**src/rtl/qsfl_regs.svh**
```systemverilog
`ifndef QSFL_REGS_SVH
`define QSFL_REGS_SVH

// Timing figures as nominal values
`define QSFL_CLK_HZ 20000000
`define QSFL_OFF_MASK_NS 19000
`define QSFL_OC_SENSE_NS 55000
`define QSFL_RETRY_OFF_NS 3600000

// Cycle counts derived from the figures at the core clock rate
`define QSFL_OFF_MASK_CYC ((`QSFL_OFF_MASK_NS * (`QSFL_CLK_HZ / 1000000)) / 1000)
`define QSFL_OC_SENSE_CYC ((`QSFL_OC_SENSE_NS * (`QSFL_CLK_HZ / 1000000)) / 1000)
`define QSFL_RETRY_OFF_CYC ((`QSFL_RETRY_OFF_NS * (`QSFL_CLK_HZ / 1000000)) / 1000)

`define QSFL_CHANNELS 4

`endif

```
**src/rtl/qsfl_pkg.sv**
```systemverilog
package qsfl_pkg;
    typedef enum logic [1:0] {
        QSFL_CH_OFF = 2'b00,
        QSFL_CH_SENSE = 2'b01,
        QSFL_CH_RETRY = 2'b10
    } qsfl_ch_state_t;
endpackage

```
**src/rtl/qsfl_fault_logic.sv**
```systemverilog
// Summary of operation
// - Off channel below threshold flags open load
// - Open load report waits masking interval
// - Four masking timers, restart on falling input
// - Any input high suppresses open-load report
// - Open-load fault needs others low, mask expired
// - Over-current detected only while channel commanded on
// - Over-current reported after sense interval, else nothing
// - Persistent over-current faults and switches channel off
// - Sense timers restart on each channel turn-on
// - Reported over-current restarts shared refresh timer
// - Refresh end retries faulted channels repeatedly
// - All channel faults ORed onto fault line
// - Fault line active low
// - Select picks single or paired input control
`timescale 1ns/1ps
`default_nettype none
`include "qsfl_regs.svh"

module qsfl_fault_logic #(
    parameter int NCH = `QSFL_CHANNELS,
    parameter int OFF_MASK_CYC = `QSFL_OFF_MASK_CYC,
    parameter int OC_SENSE_CYC = `QSFL_OC_SENSE_CYC,
    parameter int RETRY_OFF_CYC = `QSFL_RETRY_OFF_CYC
) (
    input wire logic core_clk,
    input wire logic rst_n,
    input wire logic [3:0] ctrl_in,
    input wire logic pair12_in,
    input wire logic pair34_in,
    input wire logic pair_sel,
    input wire logic [3:0] off_open_below,
    input wire logic [3:0] overcurrent_above,
    output logic [3:0] gate_on,
    output logic fault_n
);
    import qsfl_pkg::*;

    // =========================================
    // Input selection
    wire [3:0] pair_cmd = {pair34_in, pair34_in, pair12_in, pair12_in};
    wire [3:0] cmd = pair_sel ? pair_cmd : ctrl_in;
    wire any_cmd = |cmd;

    // =========================================
    // Shared refresh timer
    logic [3:0] oc_report;
    logic retry_running;
    logic retry_done;
    wire retry_restart = |oc_report;

    qsfl_retry_timer #(
        .RETRY_CYC(RETRY_OFF_CYC)
    ) u_retry (
        .core_clk(core_clk),
        .rst_n(rst_n),
        .restart(retry_restart),
        .running(retry_running),
        .done(retry_done)
    );

    // =========================================
    // Per-channel logic
    logic [3:0] open_fault;
    logic [3:0] oc_fault_r;

    genvar g;
    generate
        for (g = 0; g < 4; g = g + 1) begin : g_ch
            qsfl_ch_state_t st_r;
            qsfl_ch_state_t st_nxt;
            logic [15:0] sense_r;
            logic [15:0] sense_nxt;
            logic mask_expired;

            qsfl_off_mask #(
                .MASK_CYC(OFF_MASK_CYC)
            ) u_mask (
                .core_clk(core_clk),
                .rst_n(rst_n),
                .ch_on(cmd[g]),
                .expired(mask_expired)
            );

            // Open load: off, below threshold, mask over, all inputs low
            assign open_fault[g] = ~cmd[g] & off_open_below[g]
                & mask_expired & ~any_cmd;

            wire oc_seen = cmd[g] & overcurrent_above[g];
            wire sense_end = (sense_r == OC_SENSE_CYC[15:0] - 16'h0001);
            assign oc_report[g] = (st_r == QSFL_CH_SENSE) & sense_end & oc_seen;

            always_comb begin
                st_nxt = st_r;
                sense_nxt = sense_r;
                case (st_r)
                    QSFL_CH_OFF: begin
                        sense_nxt = 16'h0000;
                        if (cmd[g]) begin
                            st_nxt = QSFL_CH_SENSE;
                        end
                    end
                    QSFL_CH_SENSE: begin
                        if (!cmd[g]) begin
                            st_nxt = QSFL_CH_OFF;
                        end else if (oc_report[g]) begin
                            st_nxt = QSFL_CH_RETRY;
                            sense_nxt = 16'h0000;
                        end else if (!sense_end) begin
                            sense_nxt = sense_r + 16'h0001;
                        end
                    end
                    QSFL_CH_RETRY: begin
                        sense_nxt = 16'h0000;
                        if (!cmd[g]) begin
                            st_nxt = QSFL_CH_OFF;
                        end else if (retry_done) begin
                            st_nxt = QSFL_CH_SENSE;
                        end
                    end
                    default: begin
                        st_nxt = QSFL_CH_OFF;
                        sense_nxt = 16'h0000;
                    end
                endcase
            end

            always_ff @(posedge core_clk or negedge rst_n) begin
                if (!rst_n) begin
                    st_r <= QSFL_CH_OFF;
                    sense_r <= 16'h0000;
                end else begin
                    st_r <= st_nxt;
                    sense_r <= sense_nxt;
                end
            end

            // Over-current flag held through retry, cleared on input low or clean sense
            always_ff @(posedge core_clk or negedge rst_n) begin
                if (!rst_n) begin
                    oc_fault_r[g] <= 1'b0;
                end else if (oc_report[g]) begin
                    oc_fault_r[g] <= 1'b1;
                end else if (!cmd[g]) begin
                    oc_fault_r[g] <= 1'b0;
                end else if ((st_r == QSFL_CH_SENSE) & sense_end & ~overcurrent_above[g]) begin
                    oc_fault_r[g] <= 1'b0;
                end
            end

            // Gate off while waiting out the refresh interval
            always_ff @(posedge core_clk or negedge rst_n) begin
                if (!rst_n) begin
                    gate_on[g] <= 1'b0;
                end else begin
                    gate_on[g] <= cmd[g] & (st_nxt != QSFL_CH_RETRY);
                end
            end
        end
    endgenerate

    // =========================================
    // Fault output
    wire any_fault = (|open_fault) | (|oc_fault_r);

    always_ff @(posedge core_clk or negedge rst_n) begin
        if (!rst_n) begin
            fault_n <= 1'b1;
        end else begin
            fault_n <= ~any_fault;
        end
    end

    logic unused_retry;
    assign unused_retry = retry_running;
endmodule
`default_nettype wire

```
**src/rtl/qsfl_off_mask.sv**
```systemverilog
`timescale 1ns/1ps
`default_nettype none
`include "qsfl_regs.svh"

module qsfl_off_mask #(
    parameter int MASK_CYC = `QSFL_OFF_MASK_CYC
) (
    input wire logic core_clk,
    input wire logic rst_n,
    input wire logic ch_on,
    output logic expired
);
    import qsfl_pkg::*;

    logic [15:0] cnt_r;
    logic ch_on_r;
    wire fall = ch_on_r & ~ch_on;
    wire done = (cnt_r == MASK_CYC[15:0]);

    always_ff @(posedge core_clk or negedge rst_n) begin
        if (!rst_n) begin
            cnt_r <= 16'h0000;
            ch_on_r <= 1'b0;
        end else begin
            ch_on_r <= ch_on;
            if (ch_on || fall) begin
                cnt_r <= 16'h0000;
            end else if (!done) begin
                cnt_r <= cnt_r + 16'h0001;
            end
        end
    end

    assign expired = done & ~ch_on;
endmodule
`default_nettype wire

```
**src/rtl/qsfl_retry_timer.sv**
```systemverilog
`timescale 1ns/1ps
`default_nettype none
`include "qsfl_regs.svh"

module qsfl_retry_timer #(
    parameter int RETRY_CYC = `QSFL_RETRY_OFF_CYC
) (
    input wire logic core_clk,
    input wire logic rst_n,
    input wire logic restart,
    output logic running,
    output logic done
);
    import qsfl_pkg::*;

    logic [23:0] cnt_r;
    logic run_r;
    wire last = (cnt_r == RETRY_CYC[23:0] - 24'h000001);

    always_ff @(posedge core_clk or negedge rst_n) begin
        if (!rst_n) begin
            cnt_r <= 24'h000000;
            run_r <= 1'b0;
        end else if (restart) begin
            cnt_r <= 24'h000000;
            run_r <= 1'b1;
        end else if (run_r) begin
            cnt_r <= cnt_r + 24'h000001;
            if (last) begin
                run_r <= 1'b0;
            end
        end
    end

    assign running = run_r;
    assign done = run_r & last & ~restart;
endmodule
`default_nettype wire

```
**config.mk**
```make
export PLATFORM = sky130hd
export DESIGN_NAME = qsfl_fault_logic
export DESIGN_NICKNAME = d
export VERILOG_FILES = /design/src/rtl/qsfl_pkg.sv /design/src/rtl/qsfl_fault_logic.sv /design/src/rtl/qsfl_off_mask.sv /design/src/rtl/qsfl_retry_timer.sv
export VERILOG_INCLUDE_DIRS = /design/src /design/src/rtl
export SDC_FILE = /design/constraint.sdc
export NUM_CORES = 1
export LEC_CHECK = 0
export BUFFER_PORTS_ARGS = -buffer_cell sky130_fd_sc_hd__clkbuf_2
export CORE_MARGIN = 3
export CORE_UTILIZATION = 52
export DETAILED_ROUTE_END_ITERATION = 12
export PLACE_DENSITY = 0.68
export SYNTH_ARGS = -nofsm -noshare
export SYNTH_HDL_FRONTEND = slang
export SYNTH_HIERARCHICAL = 1
export SYNTH_SLANG_ARGS = --single-unit
export TNS_END_PERCENT = 5
```
**constraint.sdc**
```tcl
create_clock -name core_clk -period 6.1 [get_ports core_clk]
set_input_delay 0.305 -clock core_clk [delete_from_list [all_inputs] [get_ports core_clk]]
set_output_delay 0.305 -clock core_clk [all_outputs]
set_load 0.01 [all_outputs]
```
After elaboration in Yosys (flattened, before gate mapping)
Index checks and enable logic that the tools add are counted.
{ "classes": {"add_sub_neg": 9, "n_mul": 0, "n_div": 0, "magnitude_cmp": 0, "n_eq_ne": 37, "shifts": 0, "muxes": 66, "bitwise_logic": 54, "n_reduce_logical": 17} }
{ "op_table": {"columns": ["op", "n"], "rows": [
  ["$mux 16", 24],
  ["$add 16x1->16 const B", 8],
  ["$eq 16x11->1 const B", 4],
  ["$eq 16x9->1 const B", 4],
  ["$mux 24", 2],
  ["$and 1x1->1", 42],
  ["$mux 2", 20],
  ["$add 24x1->24 const B", 1],
  ["$eq 24x17->1 const B", 1],
  ["$ne 2x2->1 const B", 12],
  ["$pmux 2 s3", 4],
  ["$reduce_or 4->1", 4],
  ["$mux 1", 15],
  ["$ne 3x1->1 const B", 4],
  ["$ne 3x3->1 const B", 4],
  ["$not 1->1", 11],
  ["$eq 2x1->1 const B", 4],
  ["$eq 2x2->1 const B", 4],
  ["$logic_not 2->1", 4],
  ["$reduce_and 2->1", 4],
  ["$logic_or 1x1->1", 4],
  ["$mux 4", 1],
  ["$reduce_bool 2->1", 1],
  ["$or 1x1->1", 1]
]} }
{ "word_totals": {"ff_bits": 174, "latchBits": 0, "ramBits": 0, "romBits": 0, "in_bits": 17, "output_inout_bits": 5, "elab_cells": 210, "mem_count": 0} }

Depth between registers and ports, before layout
Gate-level depths: netlist of the first run.
{ "depth": {"ltp_word": 11, "depth_mapped": 13, "ltp_nobuf": 12} }

Modules after synthesis
The synthesis of the first run kept the hierarchy.
{ "by_module_without_submodules": {"columns": ["mod", "instances", "cells_each", "area_per_inst_um2", "seq_area_each_um2"], "rows": [
  ["qsfl_fault_logic", 1, 487, 4635.7, 2028.2],
  ["qsfl_off_mask", 4, 100, 920.9, 425.4],
  ["qsfl_retry_timer", 1, 147, 1375.1, 625.6]
]} }

Least setup slack after synthesis of the first run
No wires, ideal clock.
{ "synth_timing": {"path_type": "register to register", "startpoint": "reg g_ch[2].sense_r[4]", "endpoint": "reg u_retry.cnt_r[20]", "setup_ns": 0.127, "t_arrival_ns": 2.994, "required_ns": 5.973, "setup_slack_ns": 2.979, "stages_incl_launch_ff": 9, "n_path_buf": 0, "synth_period_minus_slack_ns": 3.121, "cell_sequence": "dfrtp_1 or4b_1 nor4b_2 nand2_1 nand4_1 nor2_1 or4_4 or4_1 mux2_1"} }
{ "synth_via": {"elab_chain_len": 5, "word_cells_on_any_way": 6, "cone_classes": "1 x eq/ne; 1 x mux; 2 x bitwise; 2 x reduce/logical"} }
{ "synth_rtl": {"columns": ["element", "line_no", "text"], "rows": [
  ["start, declared", "qsfl_fault_logic.sv:72", "logic [15:0] sense_r;"],
  ["start signal, assigned", "qsfl_fault_logic.sv:134", "sense_r <= sense_nxt;"],
  ["$eq 16x11->1 (*)", "qsfl_fault_logic.sv:90", "wire sense_end = (sense_r == OC_SENSE_CYC[15:0] - 16'h0001);"],
  ["$and 1x1->1 (*) (2 in a row)", "qsfl_fault_logic.sv:91", "assign oc_report[g] = (st_r == QSFL_CH_SENSE) & sense_end & oc_seen;"],
  ["$reduce_or 4->1 (*)", "qsfl_fault_logic.sv:50", "wire retry_restart = |oc_report;"],
  ["named net retry_restart", "qsfl_fault_logic.sv:50", null],
  ["$mux 24 or $reduce_bool 2->1 (tied branches)", null, null],
  ["end signal, assigned", "qsfl_retry_timer.sv:28", "cnt_r <= cnt_r + 24'h000001;"],
  ["end, declared", "qsfl_retry_timer.sv:16", "logic [23:0] cnt_r;"]
]} }
Mark *: on every way through the listed nets, which the timed path passes. The rest lies on a longest branch.
A chain may end at the register's enable or synchronous reset.

Worst setup path in the final report of the first run
{ "layout_timing": {"startpoint": "reg g_ch[1].sense_r[7]", "endpoint": "reg u_retry.cnt_r[20]"} }
{ "layout_via": {"elab_chain_len": 5, "word_cells_on_any_way": 6, "cone_classes": "1 x eq/ne; 1 x mux; 2 x bitwise; 2 x reduce/logical"} }
{ "layout_rtl": {"columns": ["element", "line_no"], "rows": [
  ["start, declared", "qsfl_fault_logic.sv:72"],
  ["start signal, assigned", "qsfl_fault_logic.sv:134"],
  ["$eq 16x11->1 (*)", "qsfl_fault_logic.sv:90"],
  ["$and 1x1->1 (*) (2 in a row)", "qsfl_fault_logic.sv:91"],
  ["$reduce_or 4->1 (*)", "qsfl_fault_logic.sv:50"],
  ["named net retry_restart", "qsfl_fault_logic.sv:50"],
  ["$mux 24 or $reduce_bool 2->1 (tied branches)", null]
]} }
Marks and branches as above.

==> flow_metrics.py, run 1 <==
metrics = {
    "clock_tree": {
        "cts_tree": "yes",
        "hold_buffers": 0,
        "clockBufferDepth": 2,
        "cts_max_level": 4,
        "cts.sinks": 174,
        "cts_resized": 0,
        "clk_pin_slew_ns": 0.07,
        "clock_latency_ns": 0.42,
        "root_buffer": "clkbuf_16",
        "post-cts-setup-buffers": 0,
        "cts_buffers": 17,
    },
    "routing": {
        "drt_wl_total_um": 20200,
        "routed_via_density": 6.06,
        "drc": 0,
        "drt-pass1-iter-count": 5,
        "via_count": 7783,
        "drt_iter0_drc": 525,
        "antenna_left": 0,
        "routedWlPerCell_um": 15.7,
    },
    "timing": {
        "finalWorstSetupSlack_ns": 2.46,
        "grt_setup_unrepaired": "false",
        "timing.final.crit_share_pct": 59.7,
        "final_period_minus_worst_setup_slack_ns": 3.64,
        "slew_headroom_pct": 36.2,
        "setup_viol": 0,
        "hold_viol_final": 18,
        "worst_pin_slew_ns": 0.956,
        "slew_viol_final": 0,
        "max_freq_ghz": 0.274,
        "finClkSkew_ns": 0.00833,
        "tns_ns": 0,
        "holdWs_ns": -0.0188,
    },
    "status": {
        "violations": "negative hold slack",
        "outcome": "finished, violations left",
    },
    "synthesis": {
        "ys_seq_area_share_pct": 44.9,
        "synthTopCellsByCount": "dfrtp_1, nor2_1, nand2_1, a21oi_1",
        "synth_cell_type_count": 81,
        "netlist_area_um2": 9690,
        "syn_nets": 1064,
        "yosysMostFrequentCell": "dfrtp_1",
        "synthArstFlopShare_pct": 100,
        "synth_top_area_share_pct": 44.7,
        "yosysWarnings": 6,
        "synthTopCellsByArea": "dfrtp_1, nor2_1, nand2_1",
        "yosys.area.top_type": "dfrtp_1",
        "synth-seq-cells": 174,
        "syn_area_per_cell_um2": 9.38,
        "synth-edff-count": 0,
        "postSynthCellCount": 1034,
        "synth-main-ff-cell": "dfrtp_1",
    },
    "worst_setup_path": {
        "worstPathMaxFanout": 32,
        "worstPathCellList": "or4b_2 > nor3_1 > nand4_1 > nand4_1 > buf_4 > nor2_1 > or4_4 > or4_1 > mux2_1",
        "path_buf_inv": 1,
        "worstPathRequired_ns": 6.41,
        "path_class": "flip-flop to flip-flop",
        "worstPathArrival_ns": 3.95,
        "crit_top_cell": "nand4_1",
        "end_kind": "flip-flop",
        "cpLargestDelayFamily": "simple AND/OR/NAND/NOR gates",
        "cp_slowest_cell": "or4b_2",
        "cpPeakStageDelay_ns": 0.63,
        "crit_path_start_kind": "flip-flop",
    },
    "die": {
        "dieWidth_um": 143,
        "die_height_um": 143,
        "ios": 22,
        "dieArea_um2": 20300,
        "core_region_area_um2": 18100,
        "num_rows": 49,
        "start_util_pct": 53.4,
    },
    "layout": {
        "areaGrowthSynthToFinish_pct": 8.04,
        "fin_nets": 1073,
        "fin_cells": 1285,
        "drive_above_1_share_pct": 9.75,
        "final_util_pct": 57.7,
        "fill_cells": 1601,
        "n_antenna_cell": 0,
    },
    "grt": {
        "antenna_found_initial": 1,
        "grt_pass1_vias": 7357,
        "grt_max_degree": 100,
        "grt.overflow.total": 0,
        "track_usage_pct": 20.5,
        "grt_pass1_wl_um": 34700,
    },
    "pwr": {
        "power.leakage_nw": 4.18,
        "power.density_nw_per_um2": 234,
        "p_total_mw": 2.46,
        "vdd_ir_drop_max_v": 0.000188,
    },
    "placement": {
        "place_inst": 1253,
        "place.gp.congestion": 0.853,
        "post-place-ws_ns": 2.46,
        "io_buffer_count": 21,
        "hpwlAfterDp_um": 13900,
    },
    "run": {
        "drv_cap": 0,
    },
    "worst_hold_path": {
        "min_path_type": "input pin to async pin",
    },
}
-- through the flow --
stage          hold slack (ns)  instance area (µm²)
6_report               -0.0188                10500
5_1_grt                 0.0240                10500
4_1_cts                0.00928                10500
3_5_place_dp             0.470                 9880
3_3_place_gp             0.467                 9880
2_1_floorplan          0.00941                 9690
-- flip-flops by register name, indices dropped and copies added (netlist names) --
name                 cells
g_ch.sense_r            64
g_ch.u_mask/cnt_r       64
u_retry/cnt_r           24
g_ch.st_r                8
g_ch.u_mask/ch_on_r      4
gate_on                  4
oc_fault_r               4
fault_n                  1
u_retry/running          1
-- report_power, final --
group | internal [mW] | switching [mW] | leakage, nW
combinational | 0.0459 | 0.107 | 1.59
sequential | 1.18 | 0.0237 | 2.30
clock | 0.643 | 0.460 | 0.293
-- final timing paths --
kind / to / from / cells past startpoint / slack [ns]
setup reg to reg: u_retry/cnt_r[20]$_DFFE_PN0P_ / g_ch[1].sense_r[7]$_DFFE_PN0P_ / 9 / 2.46
min in group core_clk: oc_fault_r[2]$_DFFE_PN0P_ / overcurrent_above[2] / 3 / 0.20
setup / recovery: u_retry/cnt_r[20]$_DFFE_PN0P_ / g_ch[1].sense_r[7]$_DFFE_PN0P_ / 9 / 2.46
max in group asynchronous: u_retry/cnt_r[17]$_DFFE_PN0P_ / rst_n / 2 / 4.63
hold / removal: g_ch[3].u_mask/cnt_r[13]$_DFFE_PN0P_ / rst_n / 1 / -0.02
hold reg to reg: g_ch[0].sense_r[1]$_DFFE_PN0P_ / g_ch[0].sense_r[1]$_DFFE_PN0P_ / 1 / 0.52
-- placed cells by master (no fill, tap or decap), types with 4 or more instances in the layout --
master / Yosys / final
a21o_1: 6 / 6
and2_1: 12 / 12
a21oi_1: 72 / 72
nand2_1: 98 / 98
o211ai_1: 14 / 14
xnor2_1: 31 / 31
and4_4: 5 / 5
ha_1: 13 / 13
a31o_2: 5 / 5
nand4b_1: 4 / 4
o21ai_0: 30 / 30
xor2_1: 18 / 18
dfrtp_1: 173 / 173
or4_1: 32 / 32
nor4_1: 19 / 19
inv_1: 26 / 26
nor3b_1: 5 / 5
and3_1: 8 / 8
nor4bb_1: 7 / 7
or3_1: 29 / 29
nand2b_1: 12 / 12
clkinv_2: 0 / 6
clkbuf_2: 1 / 20
or2_1: 4 / 4
o31ai_1: 20 / 20
nor3_1: 35 / 35
and4_1: 14 / 14
o21ai_1: 5 / 5
a211oi_1: 4 / 4
clkbuf_16: 0 / 17
mux2i_1: 11 / 11
nor2_1: 100 / 100
nor3_2: 4 / 4
nor4b_1: 7 / 7
nor2b_1: 5 / 5
nand3_1: 50 / 50
a31o_1: 8 / 8
nand4_1: 50 / 50
a31oi_1: 6 / 6
-- cells by family after synthesis --
group	count (synthesis)	synth area share, %
muxes	17	1.88
adders and majority gates	13	1.68
AOI/OAI and AO/OA	195	12.9
and+or+nand+nor	524	30.7
buffers and inverters	62	3.52
xor gates and xnor gates	49	4.43
DFF	174	44.9
-- metal layers --
| metal | track usage, % | wire length [µm] |
|---|---|---|
| met5 | 0 | 13 |
| met4 | 5.45 | 250 |
| met3 | 4.37 | 666 |
| met2 | 33.3 | 9510 |
| met1 | 28.2 | 9730 |
-- area by class of cell --
cell class / count / area, µm² / share of cell area (%)
well taps: 229 / 287 / 2.74
flip-flops and latches: 174 / 4360 / 41.6
inverters: 28 / 105 / 1.00
multi-input cells: 798 / 5000 / 47.7
clock inverters: 15 / 170 / 1.62
repair buffers: 24 / 134 / 1.28
clock buffers: 17 / 425 / 4.06
(Power assumes the default switching activity.)
==> run 2: changes to the inputs <==
Settings changed: PLACE_DENSITY 0.68 to 0.71.
Clock period 6.1 ns to 3.15 ns, I/O delays scaled along.
==> flow_metrics.py, run 2 (synthesized netlist as in run 1, its figures left out) <==
metrics = {
    "timing": {
        "setup_viol": 0,
        "timing.final.crit_share_pct": 93.9,
        "finalWorstSetupSlack_ns": 0.191,
        "max_freq_ghz": 0.338,
        "slew_headroom_pct": 44.4,
        "slew_viol_final": 0,
        "hold_viol_final": 0,
        "finClkSkew_ns": 0.00892,
        "worst_pin_slew_ns": 0.828,
        "holdWs_ns": 0.0704,
        "tns_ns": 0,
        "final_period_minus_worst_setup_slack_ns": 2.96,
    },
    "layout": {
        "final_area_um2": 10900,
        "reg_top3": "g_ch.sense_r x64, g_ch.u_mask/cnt_r x64, u_retry/cnt_r x24",
        "fin_cells": 1329,
        "drive_above_1_share_pct": 13.9,
        "final_cell_mix": "dfrtp_1, nor2_1, nand2_1",
        "multi_input_area_um2": 5050,
        "final_util_pct": 59.8,
        "fill_cells": 1573,
        "fin_nets": 1117,
        "final_common_cell": "dfrtp_1",
        "n_antenna_cell": 0,
        "regArea_um2": 4360,
        "areaGrowthSynthToFinish_pct": 12.0,
    },
    "pwr": {
        "vdd_ir_drop_max_v": 0.000383,
        "p_clk_share_pct": 43.0,
        "switching_share_pct": 25.2,
        "power.leakage_nw": 4.41,
        "p_total_mw": 4.68,
        "combPwrFrac_pct": 7.5,
        "intPower_mw": 3.50,
        "power.density_nw_per_um2": 431,
        "seqPwrFrac_pct": 49.5,
        "netSwitchingPower_mw": 1.18,
    },
    "die": {
        "core_region_area_um2": 18100,
        "start_util_pct": 53.4,
        "ios": 22,
        "num_rows": 49,
        "dieArea_um2": 20300,
        "die_height_um": 143,
        "dieWidth_um": 143,
    },
    "worst_setup_path": {
        "worstPathRequired_ns": 3.47,
        "worstPathMaxFanout": 3,
        "cpLargestDelayFamily": "simple AND/OR/NAND/NOR gates",
        "path_class": "flip-flop to flip-flop",
        "worstPathArrival_ns": 3.27,
        "cp_slowest_cell": "or4b_4",
        "end_kind": "flip-flop",
        "worstPathCellList": "or4b_4 > nor4b_4 > nand2_2 > nand4_1 > nor2_2 > or4_4 > or4_4 > mux2_4",
        "path_buf_inv": 0,
        "cpPeakStageDelay_ns": 0.57,
        "crit_top_cell": "or4_4",
        "crit_path_start_kind": "flip-flop",
    },
    "routing": {
        "antenna_left": 0,
        "drt-pass1-iter-count": 6,
        "drt_wl_total_um": 21100,
        "drc": 0,
        "routedWlPerCell_um": 15.9,
        "via_count": 8023,
        "routed_via_density": 6.04,
        "drt_iter0_drc": 395,
    },
    "grt": {
        "grt_max_degree": 83,
        "grt.overflow.total": 0,
        "grt_pass1_vias": 7715,
        "grt_pass1_wl_um": 36900,
        "antenna_found_initial": 0,
        "track_usage_pct": 21.9,
    },
    "placement": {
        "io_buffer_count": 21,
        "post-place-ws_ns": 0.00895,
        "hpwlAfterDp_um": 14700,
        "place_inst": 1294,
        "dpl_cell_area_um2": 10200,
        "place.gp.congestion": 0.854,
    },
    "worst_hold_path": {
        "min_path_type": "input pin to flip-flop",
    },
    "clock_tree": {
        "root_buffer": "clkbuf_16",
        "cts_max_level": 4,
        "cts_buffers": 17,
        "post-cts-setup-buffers": 0,
        "cts.sinks": 174,
        "clock_latency_ns": 0.43,
        "clk_pin_slew_ns": 0.07,
        "cts_tree": "yes",
        "clockBufferDepth": 2,
    },
    "status": {
        "outcome": "complete, no violations",
    },
    "run": {
        "drv_cap": 0,
    },
}
-- run 2: final cells by class --
type | count | share of cell area [%]
Multi-Input combinational cell | 798 | 46.5
Sequential cell | 174 | 40.1
Timing Repair Buffer | 68 | 4.57
Clock buffer | 18 | 3.95
Tap cell | 229 | 2.64
Clock inverter | 14 | 1.24
Inverter | 28 | 0.968
-- run 2: power groups by stage --
stage | Sequential, mW | Combinational (mW) | Clock [mW]
after global routing | 2.32 | 0.402 | 2.16
after floorplan | 2.35 | 0.208 | 0
after detailed placement | 2.36 | 0.348 | 0
final | 2.31 | 0.351 | 2.01
after CTS | 2.31 | 0.353 | 2.08
after global placement | 2.35 | 0.345 | 0
-- run 2: routing by layer --
| layer | GRT usage, % | wire length (µm) |
|---|---|---|
| met1 | 31.4 | 10400 |
| met2 | 34.3 | 9560 |
| met3 | 4.50 | 791 |
| met4 | 5.90 | 282 |
| met5 | 0 | 0 |
-- run 2: timing repair --
item	in CTS	in global routing
endpoints found under the setup margin	1	13
gates cloned	0	0
hold buffers	3	0
gates resized for setup	1	11
hold endpoints to repair	81	0
pin swaps	0	6
-- run 2: worst paths after layout --
path	slack [ns]	cells past startpoint	from	to
max in group asynchronous	2.02	3	rst_n	fault_n$_DFF_PN1_
max	0.19	8	g_ch[2].sense_r[5]$_DFFE_PN0P_	u_retry/cnt_r[20]$_DFFE_PN0P_
min	0.07	3	overcurrent_above[2]	oc_fault_r[2]$_DFFE_PN0P_
min reg2reg	0.52	2	g_ch[3].sense_r[1]$_DFFE_PN0P_	g_ch[3].sense_r[1]$_DFFE_PN0P_
max reg2reg	0.19	8	g_ch[2].sense_r[5]$_DFFE_PN0P_	u_retry/cnt_r[20]$_DFFE_PN0P_
min in group asynchronous	0.35	2	rst_n	g_ch[3].u_mask/cnt_r[12]$_DFFE_PN0P_
-- run 2: tightest hold or removal path, delay by kind of cell --
kind,cells,cell delay [ns]
multiplexers,1,0.08
AND/OR/NAND/NOR,1,0.09
buffers and inverters,1,0.13
